[src/hdl/bibr_pkg.sv]
package bibr_pkg;

  // AHB-Lite encodings
  localparam int         ADDR_W      = 8;
  localparam logic [1:0] HTRANS_NSEQ = 2'h2;
  localparam logic [2:0] HSIZE_WORD  = 3'h2;
  localparam logic       HRESP_OKAY  = 1'h0;

  // Register byte offsets
  localparam logic [ADDR_W-1:0] SIG_OFS = 8'h1C;
  localparam logic [ADDR_W-1:0] OPT_OFS = 8'h20;

  // Signature word, ASCII "1394"
  localparam logic [31:0] SIG_VALUE = 32'h3133_3934;

  // Options word field positions
  localparam int IRMC_BIT = 31;
  localparam int CMC_BIT  = 30;
  localparam int ISC_BIT  = 29;
  localparam int BMC_BIT  = 28;
  localparam int PMC_BIT  = 27;
  localparam int RSV0_LSB = 24;
  localparam int CCA_LSB  = 16;
  localparam int MREC_LSB = 12;
  localparam int RSV1_LSB = 8;
  localparam int GEN_LSB  = 6;
  localparam int RSV2_LSB = 3;
  localparam int SPD_LSB  = 0;

  // Fixed and reset field values
  localparam logic [3:0] MREC_RST = 4'hA;
  localparam logic [2:0] SPD_VAL  = 3'h2;
  localparam logic [2:0] RSV0_VAL = 3'h0;
  localparam logic [3:0] RSV1_VAL = 4'h0;
  localparam logic [2:0] RSV2_VAL = 3'h0;
  localparam logic [31:0] ZERO_WORD = 32'h0000_0000;

  typedef struct packed {
    logic       irmc;
    logic       cmc;
    logic       isc;
    logic       bmc;
    logic       pmc;
    logic [7:0] cyc_clk_acc;
    logic [3:0] max_rec;
    logic [1:0] gen;
  } bibr_opts_t;

  typedef struct packed {
    logic              dph_wr;
    logic [ADDR_W-1:0] dph_addr;
    bibr_opts_t        opts;
    logic [31:0]       rdata;
    logic              ready;
  } bibr_state_t;

  localparam bibr_opts_t OPTS_RST = '{irmc: 1'h0, cmc: 1'h0, isc: 1'h0, bmc: 1'h0,
                                      pmc: 1'h0, cyc_clk_acc: 8'h00,
                                      max_rec: MREC_RST, gen: 2'h0};

  localparam bibr_state_t ST_RST = '{dph_wr: 1'h0, dph_addr: 8'h00, opts: OPTS_RST,
                                     rdata: 32'h0000_0000, ready: 1'h1};

  function automatic logic [31:0] bibr_pack(input bibr_opts_t o);
    logic [31:0] w;
    w = ZERO_WORD;
    w[IRMC_BIT] = o.irmc;
    w[CMC_BIT] = o.cmc;
    w[ISC_BIT] = o.isc;
    w[BMC_BIT] = o.bmc;
    w[PMC_BIT] = o.pmc;
    w[RSV0_LSB +: 3] = RSV0_VAL;
    w[CCA_LSB +: 8] = o.cyc_clk_acc;
    w[MREC_LSB +: 4] = o.max_rec;
    w[RSV1_LSB +: 4] = RSV1_VAL;
    w[GEN_LSB +: 2] = o.gen;
    w[RSV2_LSB +: 3] = RSV2_VAL;
    w[SPD_LSB +: 3] = SPD_VAL;
    return w;
  endfunction

endpackage

[src/hdl/bibr_regs.sv]
// Summary of operation
// - The word at 0x1C always reads 0x31333934 and host writes to it are ignored.
// - Options bit 31 is a host-writable resource-manager capability flag, zero after reset.
// - Options bit 30 is a host-writable cycle-master capability flag, zero after reset.
// - Options bit 29 is a host-writable isochronous capability flag, zero after reset.
// - Options bit 28 is a host-writable bus-manager capability flag, zero after reset.
// - Options bit 27 is a host-writable power-management capability flag, zero after reset.
// - The options word at 0x20 mixes writable fields with read-only zero bits 26 to 24, 11 to 8 and 5 to 3.
// - The maximum-request field in bits 15 to 12 resets to 0xA on hardware reset only.
// - Bits 2 to 0 of the options word always read binary 010.
//
// Implementation choice: the AHB-Lite slave port.
`timescale 1ns/1ps

module bibr_regs (
  input  wire logic                        sys_clk,
  input  wire logic                        rst_b,
  input  wire logic                        soft_reset,
  input  wire logic                        hsel,
  input  wire logic [bibr_pkg::ADDR_W-1:0] haddr,
  input  wire logic [1:0]                  htrans,
  input  wire logic                        hwrite,
  input  wire logic [2:0]                  hsize,
  input  wire logic [31:0]                 hwdata,
  input  wire logic                        hready,
  output logic                             hreadyout,
  output logic                             hresp,
  output logic [31:0]                      hrdata,
  output bibr_pkg::bibr_opts_t             cap_opts
);

  bibr_pkg::bibr_state_t st_r;
  bibr_pkg::bibr_state_t st_nxt;

  logic addr_acc;
  logic wr_opt;
  logic wr_sig;
  logic rd_sig;
  logic rd_opt;

  // Only NONSEQ and SEQ carry a transfer
  assign addr_acc = hsel && hready && htrans[1];
  assign wr_opt   = st_r.dph_wr && (st_r.dph_addr == bibr_pkg::OPT_OFS);
  assign wr_sig   = st_r.dph_wr && (st_r.dph_addr == bibr_pkg::SIG_OFS);
  assign rd_sig   = addr_acc && !hwrite && (haddr == bibr_pkg::SIG_OFS);
  assign rd_opt   = addr_acc && !hwrite && (haddr == bibr_pkg::OPT_OFS);

  always_comb begin
    st_nxt = st_r;
    st_nxt.ready = 1'h1;
    // Non-word writes are dropped rather than merged by lanes
    st_nxt.dph_wr = addr_acc && hwrite && (hsize == bibr_pkg::HSIZE_WORD);
    st_nxt.dph_addr = haddr;
    if (wr_opt) begin
      st_nxt.opts.irmc = hwdata[bibr_pkg::IRMC_BIT];
      st_nxt.opts.cmc = hwdata[bibr_pkg::CMC_BIT];
      st_nxt.opts.isc = hwdata[bibr_pkg::ISC_BIT];
      st_nxt.opts.bmc = hwdata[bibr_pkg::BMC_BIT];
      st_nxt.opts.pmc = hwdata[bibr_pkg::PMC_BIT];
      st_nxt.opts.cyc_clk_acc = hwdata[bibr_pkg::CCA_LSB +: 8];
      st_nxt.opts.max_rec = hwdata[bibr_pkg::MREC_LSB +: 4];
      st_nxt.opts.gen = hwdata[bibr_pkg::GEN_LSB +: 2];
    end
    if (soft_reset) begin
      st_nxt.opts.irmc = bibr_pkg::OPTS_RST.irmc;
      st_nxt.opts.cmc = bibr_pkg::OPTS_RST.cmc;
      st_nxt.opts.isc = bibr_pkg::OPTS_RST.isc;
      st_nxt.opts.bmc = bibr_pkg::OPTS_RST.bmc;
      st_nxt.opts.pmc = bibr_pkg::OPTS_RST.pmc;
      st_nxt.opts.cyc_clk_acc = bibr_pkg::OPTS_RST.cyc_clk_acc;
      st_nxt.opts.gen = bibr_pkg::OPTS_RST.gen;
    end
    // read mux sees a write completing now
    if (rd_sig) begin
      st_nxt.rdata = bibr_pkg::SIG_VALUE;
    end else if (rd_opt) begin
      st_nxt.rdata = bibr_pkg::bibr_pack(st_nxt.opts);
    end else begin
      st_nxt.rdata = bibr_pkg::ZERO_WORD;
    end
  end

  always_ff @(posedge sys_clk or negedge rst_b) begin
    if (!rst_b) begin
      st_r <= bibr_pkg::ST_RST;
    end else begin
      st_r <= st_nxt;
    end
  end

  assign hreadyout = st_r.ready;
  assign hresp     = bibr_pkg::HRESP_OKAY;
  assign hrdata    = st_r.rdata;
  assign cap_opts  = st_r.opts;

  property p_sig_read;
    @(posedge sys_clk) disable iff (!rst_b)
    rd_sig |=> (hrdata == bibr_pkg::SIG_VALUE) && hreadyout;
  endproperty
  a_sig_read: assert property (p_sig_read) else $error("signature read wrong");

  property p_irmc_wr;
    @(posedge sys_clk) disable iff (!rst_b)
    wr_opt && !soft_reset |=> cap_opts.irmc == $past(hwdata[bibr_pkg::IRMC_BIT]);
  endproperty
  a_irmc_wr: assert property (p_irmc_wr) else $error("irmc write lost");

  property p_cmc_soft;
    @(posedge sys_clk) disable iff (!rst_b)
    soft_reset |=> !cap_opts.cmc && !cap_opts.irmc;
  endproperty
  a_cmc_soft: assert property (p_cmc_soft) else $error("cmc not cleared");

  property p_isc_wr;
    @(posedge sys_clk) disable iff (!rst_b)
    wr_opt && !soft_reset |=> cap_opts.isc == $past(hwdata[bibr_pkg::ISC_BIT]);
  endproperty
  a_isc_wr: assert property (p_isc_wr) else $error("isc write lost");

  property p_bmc_hold;
    @(posedge sys_clk) disable iff (!rst_b)
    !wr_opt && !soft_reset |=> $stable(cap_opts.bmc);
  endproperty
  a_bmc_hold: assert property (p_bmc_hold) else $error("bmc changed alone");

  property p_pmc_wr;
    @(posedge sys_clk) disable iff (!rst_b)
    wr_opt && !soft_reset |=> cap_opts.pmc == $past(hwdata[bibr_pkg::PMC_BIT]);
  endproperty
  a_pmc_wr: assert property (p_pmc_wr) else $error("pmc write lost");

  property p_opt_read;
    @(posedge sys_clk) disable iff (!rst_b)
    rd_opt |=> hrdata == bibr_pkg::bibr_pack(cap_opts)
      && hrdata[bibr_pkg::RSV0_LSB +: 3] == bibr_pkg::RSV0_VAL;
  endproperty
  a_opt_read: assert property (p_opt_read) else $error("options read wrong");

  property p_mrec_soft;
    @(posedge sys_clk) disable iff (!rst_b)
    soft_reset && !wr_opt |=> $stable(cap_opts.max_rec);
  endproperty
  a_mrec_soft: assert property (p_mrec_soft) else $error("max_rec hit by soft reset");

  property p_spd_read;
    @(posedge sys_clk) disable iff (!rst_b)
    rd_opt |=> hrdata[bibr_pkg::SPD_LSB +: 3] == bibr_pkg::SPD_VAL;
  endproperty
  a_spd_read: assert property (p_spd_read) else $error("link speed wrong");

  property p_sig_wr;
    @(posedge sys_clk) disable iff (!rst_b)
    wr_sig && !soft_reset |=> $stable(cap_opts);
  endproperty
  a_sig_wr: assert property (p_sig_wr) else $error("signature write had effect");

  property p_cmc_wr;
    @(posedge sys_clk) disable iff (!rst_b)
    wr_opt && !soft_reset |=> cap_opts.cmc == $past(hwdata[bibr_pkg::CMC_BIT]);
  endproperty
  a_cmc_wr: assert property (p_cmc_wr) else $error("cmc write lost");

  property p_bmc_wr;
    @(posedge sys_clk) disable iff (!rst_b)
    wr_opt && !soft_reset |=> cap_opts.bmc == $past(hwdata[bibr_pkg::BMC_BIT]);
  endproperty
  a_bmc_wr: assert property (p_bmc_wr) else $error("bmc write lost");

  property p_cca_wr;
    @(posedge sys_clk) disable iff (!rst_b)
    wr_opt && !soft_reset |=> cap_opts.cyc_clk_acc == $past(hwdata[bibr_pkg::CCA_LSB +: 8]);
  endproperty
  a_cca_wr: assert property (p_cca_wr) else $error("clock accuracy write lost");

  property p_gen_wr;
    @(posedge sys_clk) disable iff (!rst_b)
    wr_opt && !soft_reset |=> cap_opts.gen == $past(hwdata[bibr_pkg::GEN_LSB +: 2]);
  endproperty
  a_gen_wr: assert property (p_gen_wr) else $error("generation write lost");

  property p_mrec_wr;
    @(posedge sys_clk) disable iff (!rst_b)
    wr_opt |=> cap_opts.max_rec == $past(hwdata[bibr_pkg::MREC_LSB +: 4]);
  endproperty
  a_mrec_wr: assert property (p_mrec_wr) else $error("max_rec write lost");

  property p_irmc_hold;
    @(posedge sys_clk) disable iff (!rst_b)
    !wr_opt && !soft_reset |=> $stable(cap_opts.irmc);
  endproperty
  a_irmc_hold: assert property (p_irmc_hold) else $error("irmc changed alone");

  property p_cmc_hold;
    @(posedge sys_clk) disable iff (!rst_b)
    !wr_opt && !soft_reset |=> $stable(cap_opts.cmc);
  endproperty
  a_cmc_hold: assert property (p_cmc_hold) else $error("cmc changed alone");

  property p_isc_hold;
    @(posedge sys_clk) disable iff (!rst_b)
    !wr_opt && !soft_reset |=> $stable(cap_opts.isc);
  endproperty
  a_isc_hold: assert property (p_isc_hold) else $error("isc changed alone");

  property p_pmc_hold;
    @(posedge sys_clk) disable iff (!rst_b)
    !wr_opt && !soft_reset |=> $stable(cap_opts.pmc);
  endproperty
  a_pmc_hold: assert property (p_pmc_hold) else $error("pmc changed alone");

  property p_cca_hold;
    @(posedge sys_clk) disable iff (!rst_b)
    !wr_opt && !soft_reset |=> $stable(cap_opts.cyc_clk_acc) && $stable(cap_opts.gen);
  endproperty
  a_cca_hold: assert property (p_cca_hold) else $error("bus fields changed alone");

  property p_mrec_hold;
    @(posedge sys_clk) disable iff (!rst_b)
    !wr_opt |=> $stable(cap_opts.max_rec);
  endproperty
  a_mrec_hold: assert property (p_mrec_hold) else $error("max_rec changed alone");

  property p_isc_soft;
    @(posedge sys_clk) disable iff (!rst_b)
    soft_reset |=> !cap_opts.isc;
  endproperty
  a_isc_soft: assert property (p_isc_soft) else $error("isc not cleared");

  property p_bmc_soft;
    @(posedge sys_clk) disable iff (!rst_b)
    soft_reset |=> !cap_opts.bmc;
  endproperty
  a_bmc_soft: assert property (p_bmc_soft) else $error("bmc not cleared");

  property p_pmc_soft;
    @(posedge sys_clk) disable iff (!rst_b)
    soft_reset |=> !cap_opts.pmc;
  endproperty
  a_pmc_soft: assert property (p_pmc_soft) else $error("pmc not cleared");

  property p_cca_soft;
    @(posedge sys_clk) disable iff (!rst_b)
    soft_reset |=> cap_opts.cyc_clk_acc == bibr_pkg::OPTS_RST.cyc_clk_acc
      && cap_opts.gen == bibr_pkg::OPTS_RST.gen;
  endproperty
  a_cca_soft: assert property (p_cca_soft) else $error("bus fields not cleared");

  property p_flags_read;
    @(posedge sys_clk) disable iff (!rst_b)
    rd_opt |=> hrdata[bibr_pkg::IRMC_BIT] == cap_opts.irmc && hrdata[bibr_pkg::CMC_BIT] == cap_opts.cmc
      && hrdata[bibr_pkg::ISC_BIT] == cap_opts.isc && hrdata[bibr_pkg::BMC_BIT] == cap_opts.bmc
      && hrdata[bibr_pkg::PMC_BIT] == cap_opts.pmc;
  endproperty
  a_flags_read: assert property (p_flags_read) else $error("flags read wrong");

  property p_mrec_read;
    @(posedge sys_clk) disable iff (!rst_b)
    rd_opt |=> hrdata[bibr_pkg::MREC_LSB +: 4] == cap_opts.max_rec;
  endproperty
  a_mrec_read: assert property (p_mrec_read) else $error("max_rec read wrong");

  property p_rsv1_read;
    @(posedge sys_clk) disable iff (!rst_b)
    rd_opt |=> hrdata[bibr_pkg::RSV1_LSB +: 4] == bibr_pkg::RSV1_VAL;
  endproperty
  a_rsv1_read: assert property (p_rsv1_read) else $error("reserved bits 11 to 8 set");

  property p_rsv2_read;
    @(posedge sys_clk) disable iff (!rst_b)
    rd_opt |=> hrdata[bibr_pkg::RSV2_LSB +: 3] == bibr_pkg::RSV2_VAL;
  endproperty
  a_rsv2_read: assert property (p_rsv2_read) else $error("reserved bits 5 to 3 set");

  property p_idle_rdata;
    @(posedge sys_clk) disable iff (!rst_b)
    !rd_sig && !rd_opt |=> hrdata == bibr_pkg::ZERO_WORD;
  endproperty
  a_idle_rdata: assert property (p_idle_rdata) else $error("read data not released");

  property p_narrow_wr;
    @(posedge sys_clk) disable iff (!rst_b)
    addr_acc && hwrite && hsize != bibr_pkg::HSIZE_WORD |=> !st_r.dph_wr;
  endproperty
  a_narrow_wr: assert property (p_narrow_wr) else $error("narrow write accepted");

  property p_wr_phase;
    @(posedge sys_clk) disable iff (!rst_b)
    addr_acc && hwrite && hsize == bibr_pkg::HSIZE_WORD |=> st_r.dph_wr
      && st_r.dph_addr == $past(haddr);
  endproperty
  a_wr_phase: assert property (p_wr_phase) else $error("word write not taken");

  property p_hard_rst;
    @(posedge sys_clk) disable iff (!rst_b)
    $rose(rst_b) |-> cap_opts == bibr_pkg::OPTS_RST && hrdata == bibr_pkg::ZERO_WORD;
  endproperty
  a_hard_rst: assert property (p_hard_rst) else $error("hardware reset state wrong");

  property p_resp_okay;
    @(posedge sys_clk) disable iff (!rst_b)
    hresp == bibr_pkg::HRESP_OKAY;
  endproperty
  a_resp_okay: assert property (p_resp_okay) else $error("response not okay");

  property p_rdy_high;
    @(posedge sys_clk) disable iff (!rst_b)
    hreadyout;
  endproperty
  a_rdy_high: assert property (p_rdy_high) else $error("wait state inserted");

endmodule

[config.mk]
export PLATFORM = sky130hd
export DESIGN_NAME = bibr_regs
export DESIGN_NICKNAME = d
export VERILOG_FILES = /design/src/hdl/bibr_pkg.sv /design/src/hdl/bibr_regs.sv
export SDC_FILE = /design/constraint.sdc
export NUM_CORES = 1
export LEC_CHECK = 0
export BUFFER_PORTS_ARGS = -buffer_cell sky130_fd_sc_hd__buf_2
export CAP_MARGIN = 0
export CORE_UTILIZATION = 45
export CTS_CLUSTER_DIAMETER = 100
export DETAILED_ROUTE_END_ITERATION = 8
export HOLD_SLACK_MARGIN = 0.08
export PLACE_DENSITY = 0.86
export SYNTH_ARGS = -nofsm -noshare
export SYNTH_HDL_FRONTEND = slang
export SYNTH_SLANG_ARGS = --single-unit
[constraint.sdc]
create_clock -name sys_clk -period 1.8 [get_ports sys_clk]
set_input_delay 0.36 -clock sys_clk [delete_from_list [all_inputs] [get_ports sys_clk]]
set_output_delay 0.36 -clock sys_clk [all_outputs]
set_load 0.1 [all_outputs]
=== After elaboration in Yosys (flattened, before gate mapping) ===
Index checks and enable logic that the tools add are counted.
W data, S select, Z words.

* Flip-flop bits (word level): 60
* Word-level logic and storage cells: 29
* Output and inout bits: 53
* Input port bits: 51

* Reduce and logical (&&, ||, !) cells: 9
* Muxes and demuxes: 5
* Eq/ne operators: 4

{| class="wikitable"
|+ Operators by type and width
! operator !! count
|-
| $mux W32 || 2
|-
| $mux W19 || 1
|-
| $eq A8 B6 Y1 const B || 2
|-
| $mux W13 || 1
|-
| $eq A8 B5 Y1 const B || 1
|-
| $logic_and A1 B1 Y1 || 8
|-
| $eq A3 B2 Y1 const B || 1
|-
| $mux W2 || 1
|-
| $logic_not A1 Y1 || 1
|}

=== Longest topological paths before layout ===
* Word-level depth: 6
* Depth in mapped cells: 6
* Depth with buffers taken out: 4

=== Least setup slack after synthesis ===
OpenSTA, ideal clock, no wires.

* Path type: in2reg
* Start: input port haddr[1] (netlist name)
* End: register st_r (netlist bit hrdata[29])
* Data required time: 1.726 ns
* Path buffers: 2
* Stages on the path: 6
* Slack: -0.237 ns
* Arrival time: 1.963 ns
* Cell sequence: or4_4 -> or4_1 -> or2_1 -> buf_6 -> buf_6 -> o21ai_2

{| class="wikitable"
|+ RTL lines
! item !! line !! text
|-
| start, declared || bibr_regs.sv:20 || <nowiki>input wire logic [bibr_pkg::ADDR_W-1:0] haddr,</nowiki>
|-
| end signal, assigned || bibr_regs.sv:85 || <nowiki>st_r <= bibr_pkg::ST_RST;</nowiki>
|-
| end signal, assigned || bibr_regs.sv:87 || <nowiki>st_r <= st_nxt;</nowiki>
|-
| end, declared || bibr_regs.sv:32 || <nowiki>bibr_pkg::bibr_state_t st_r;</nowiki>
|}

==> impl_results.md <==
- Reg2reg end: hrdata[13]
- Commonest non-fill, non-tap cell in the layout: buf_2
- RePlAce Congestion: between 0.7 and 0.8
- Crit path time final: approximately 1.8 ns
- CP arrival: between 1.5 and 2 ns
- Vias in the first global route: 1256
- Status: finished with violations
- Rows: 24
- Die width: between 70 and 80 µm
- Fin. max-slew vios: 0
- Post-synthesis cell count: 176
- Post-CTS setup repair buffer count: 0
- Top sig layer: met4
- Met2 routed WL: around 1900 µm
- Crit-path max FO: 15
- Dpl cells: around 270
- DR WL/cell: ~13 µm
- Max Clock Skew: about 0.009 ns
- Yosys warnings: 0
- Failing checks: DRC
- Hold EP: st_r[53]
- CTS Sinks: just under 50
- Worst setup margin: roughly 0.046 ns
- Count of input and output buffers: 81
- Hold Crit Class: primary input to register
- Register area: 0.001229 mm²
- Place WS: -0.4173 ns
- Flops & latches, synth: between 40 and 50
- Switching share of power: 0.2578
- Total GRT Usage: 0.1540
- Chip height: a little over 70 µm
- TritonRoute pass-1 iters: 5
- Flop2flop setup slack: 0.22 ns
- Area growth syn-to-layout: 12.14%
- Psw: 0.0005134 W
- Crit path from: haddr[3]
- Fmax achieved: between 500 and 600 MHz
- Mapped cell area: 0.002123 mm²
- Worst skew pair latency: 0.30 ns
- Max Root-Sink Buffers: 2
- Top cells by area, synth: dfrtp_1 55%, buf_4 19%, mux2i_1 7.1%
- Clock share of power: 0.333
- Post-place instance area: 0.002285 mm²
- Core Box Area: about 0.0044 mm²
- Share of Yosys cell area claimed by the top area cell type: 0.5539
- Setup crit end kind: register
- CTS tree: yes
- WL final: ~3600 µm
- Root Driver: clkbuf_8
- Hold Startpoint: haddr[1]
- Clock transition at path regs: approximately 0.08 ns
- Filler cells: around 430
- Pwr Density: 836.6 mW/mm²
- Largest area contributor in the netlist: dfrtp_1
- Syn avg cell area: ~12 µm²
- Antenna cell count: 0
- Leak: 1.446 nW
- Worst Hold Depth: 1
- Leading cell types in the layout, fill and taps excluded: 81 x buf_2, 47 x dfrtp_1, 25 x nor2_1
- Setup TNS: 0 ns
- Die area: roughly 0.0050 mm²
- Initial antenna violation count: 0
- First-pass GRT wire length: a little under 6000 µm
- Endpoints failing hold: 0
- Maxcap violations: 0
- Final cell count without fillers: 276
- WS Path Type: primary input to register
- RSZ-0062 raised after global routing: no
- Total grt overflow: 0
- WP data required: roughly 2.0 ns
- Reg2reg path depth: 5
- Vias post-DR: around 1300
- Setup violations, final: 0
- Max VDD drop: between 0.3 and 0.4 mV
- Largest net degree at the start of global routing: 30
- Drt via density: around 4.6
- DRT antenna net count: 0
- Final Cycle Share: 0.9745
- Nets: 274
- Synth unique cells: 23
- Share of cells above drive strength 1: 0.4911
- Area taken by multi-input logic gates: about 480 µm²
- H-tree depth: 2
- Starting Density: 0.4778
- Post-DP HPWL: ~2700 µm
- Register area share after synthesis: 0.5787
- R2r startpoint: st_r[53]
- CTS buffer count: 5
- Met3 wire len: 161 µm
- CP startpoint kind: primary input
- Num ports: approximately 100
- Met1 Wirelength: 1459 µm
- Finished Cell Area: approximately 0.0024 mm²
- Int Pwr: around 0.0015 W
- Gate power share: 0.105
- Residual DRC: 13
- Sequential Power Share: 0.562
- Initial DRC count: 70
[registers in the layout, summed over array words and instances (netlist names)]
name      count
hrdata       21
cap_opts     19
st_r          9
[critical path, stage by stage]
cell and delay (ns):
buf_2 0.10, or4b_1 0.52, or4_4 0.53, or2_4 0.32
o21ai_1 0.14
[repair_timing]
item | CTS | global route
pin swaps | 2 | 1
setup endpoints to repair | 14 | 2
resized for setup | 8 | 0
hold buffers | 1 | 0
hold endpoints to repair | 18 | 0
[kinds of logic (layout without fill, tap and decap cells)]
logic type | count (synthesis) | count (layout) | share of synthesized area
mux | 19 | 19 | 0.09192
buf+inv | 60 | 102 | 0.2104
compound gates | 8 | 8 | 0.02298
flops | 49 | 49 | 0.5787
simple gates | 38 | 38 | 0.09252
other cells | 2 | 8 | 0.003537
[per-layer routing]
layer,GRT usage,up-vias
met2,0.2692,45
met1,0.1860,611
met4,0.07333,0
met5,0,-
li1,-,603
met3,0.02564,5
[worst max-delay path by stage]
| stage | end | slack (ns) | cells after the start |
|---|---|---|---|
| 5_1_grt | hrdata[17] | 0.01 | 5 |
| 2_1_floorplan | hrdata[29] | -0.24 | 6 |
| 6_report | hrdata[17] | 0.05 | 5 |
| 3_3_place_gp | hrdata[21] | -0.35 | 6 |
| 4_1_cts | hrdata[16] | 0.02 | 5 |
| 3_5_place_dp | hrdata[28] | -0.42 | 6 |
[cell usage after synthesis, drive strengths merged]
cell type / n
o21ai: 6
or4: 3
clkbuf: 2
nor4: 1
nor2: 25
a21o: 2
nand4bb: 1
inv: 2
dfrtp: 47
conb: 2
or2: 1
dfstp: 2
and2: 2
nor3b: 1
mux2: 4
mux2i: 15
nand3: 1
buf: 56
nand4b: 2
or4b: 1
[per-stage QoR]
stage	hold slack, ns	util	total power (W)
after detailed placement	0.3463	0.5141	0.001351
after global placement	0.3375	0.5141	0.001347
final	0.1827	0.5358	0.001992
after CTS	0.1683	0.5358	0.002015
after global routing	0.1697	0.5358	0.002077
after floorplan	0.06441	-	0.001284
[power groups by stage]
stage               clock, W  sequential (W)  combinational, W
floorplan                  0         0.00114          0.000143
global placement           0         0.00114          0.000206
detailed placement         0         0.00114          0.000209
CTS                 0.000684         0.00112          0.000211
global route        0.000733         0.00112          0.000222
finish              0.000664         0.00112          0.000208
[layout make-up]
cell class,instances,area share
sequential,49,0.5160
timing repair buffer,92,0.2112
multi-input combinational,73,0.2018
clock buffer,6,0.03468
tap,52,0.02733
clock inverter,2,0.005780
inverter,2,0.003153
Note: power is estimated with default switching activity, not from simulation.
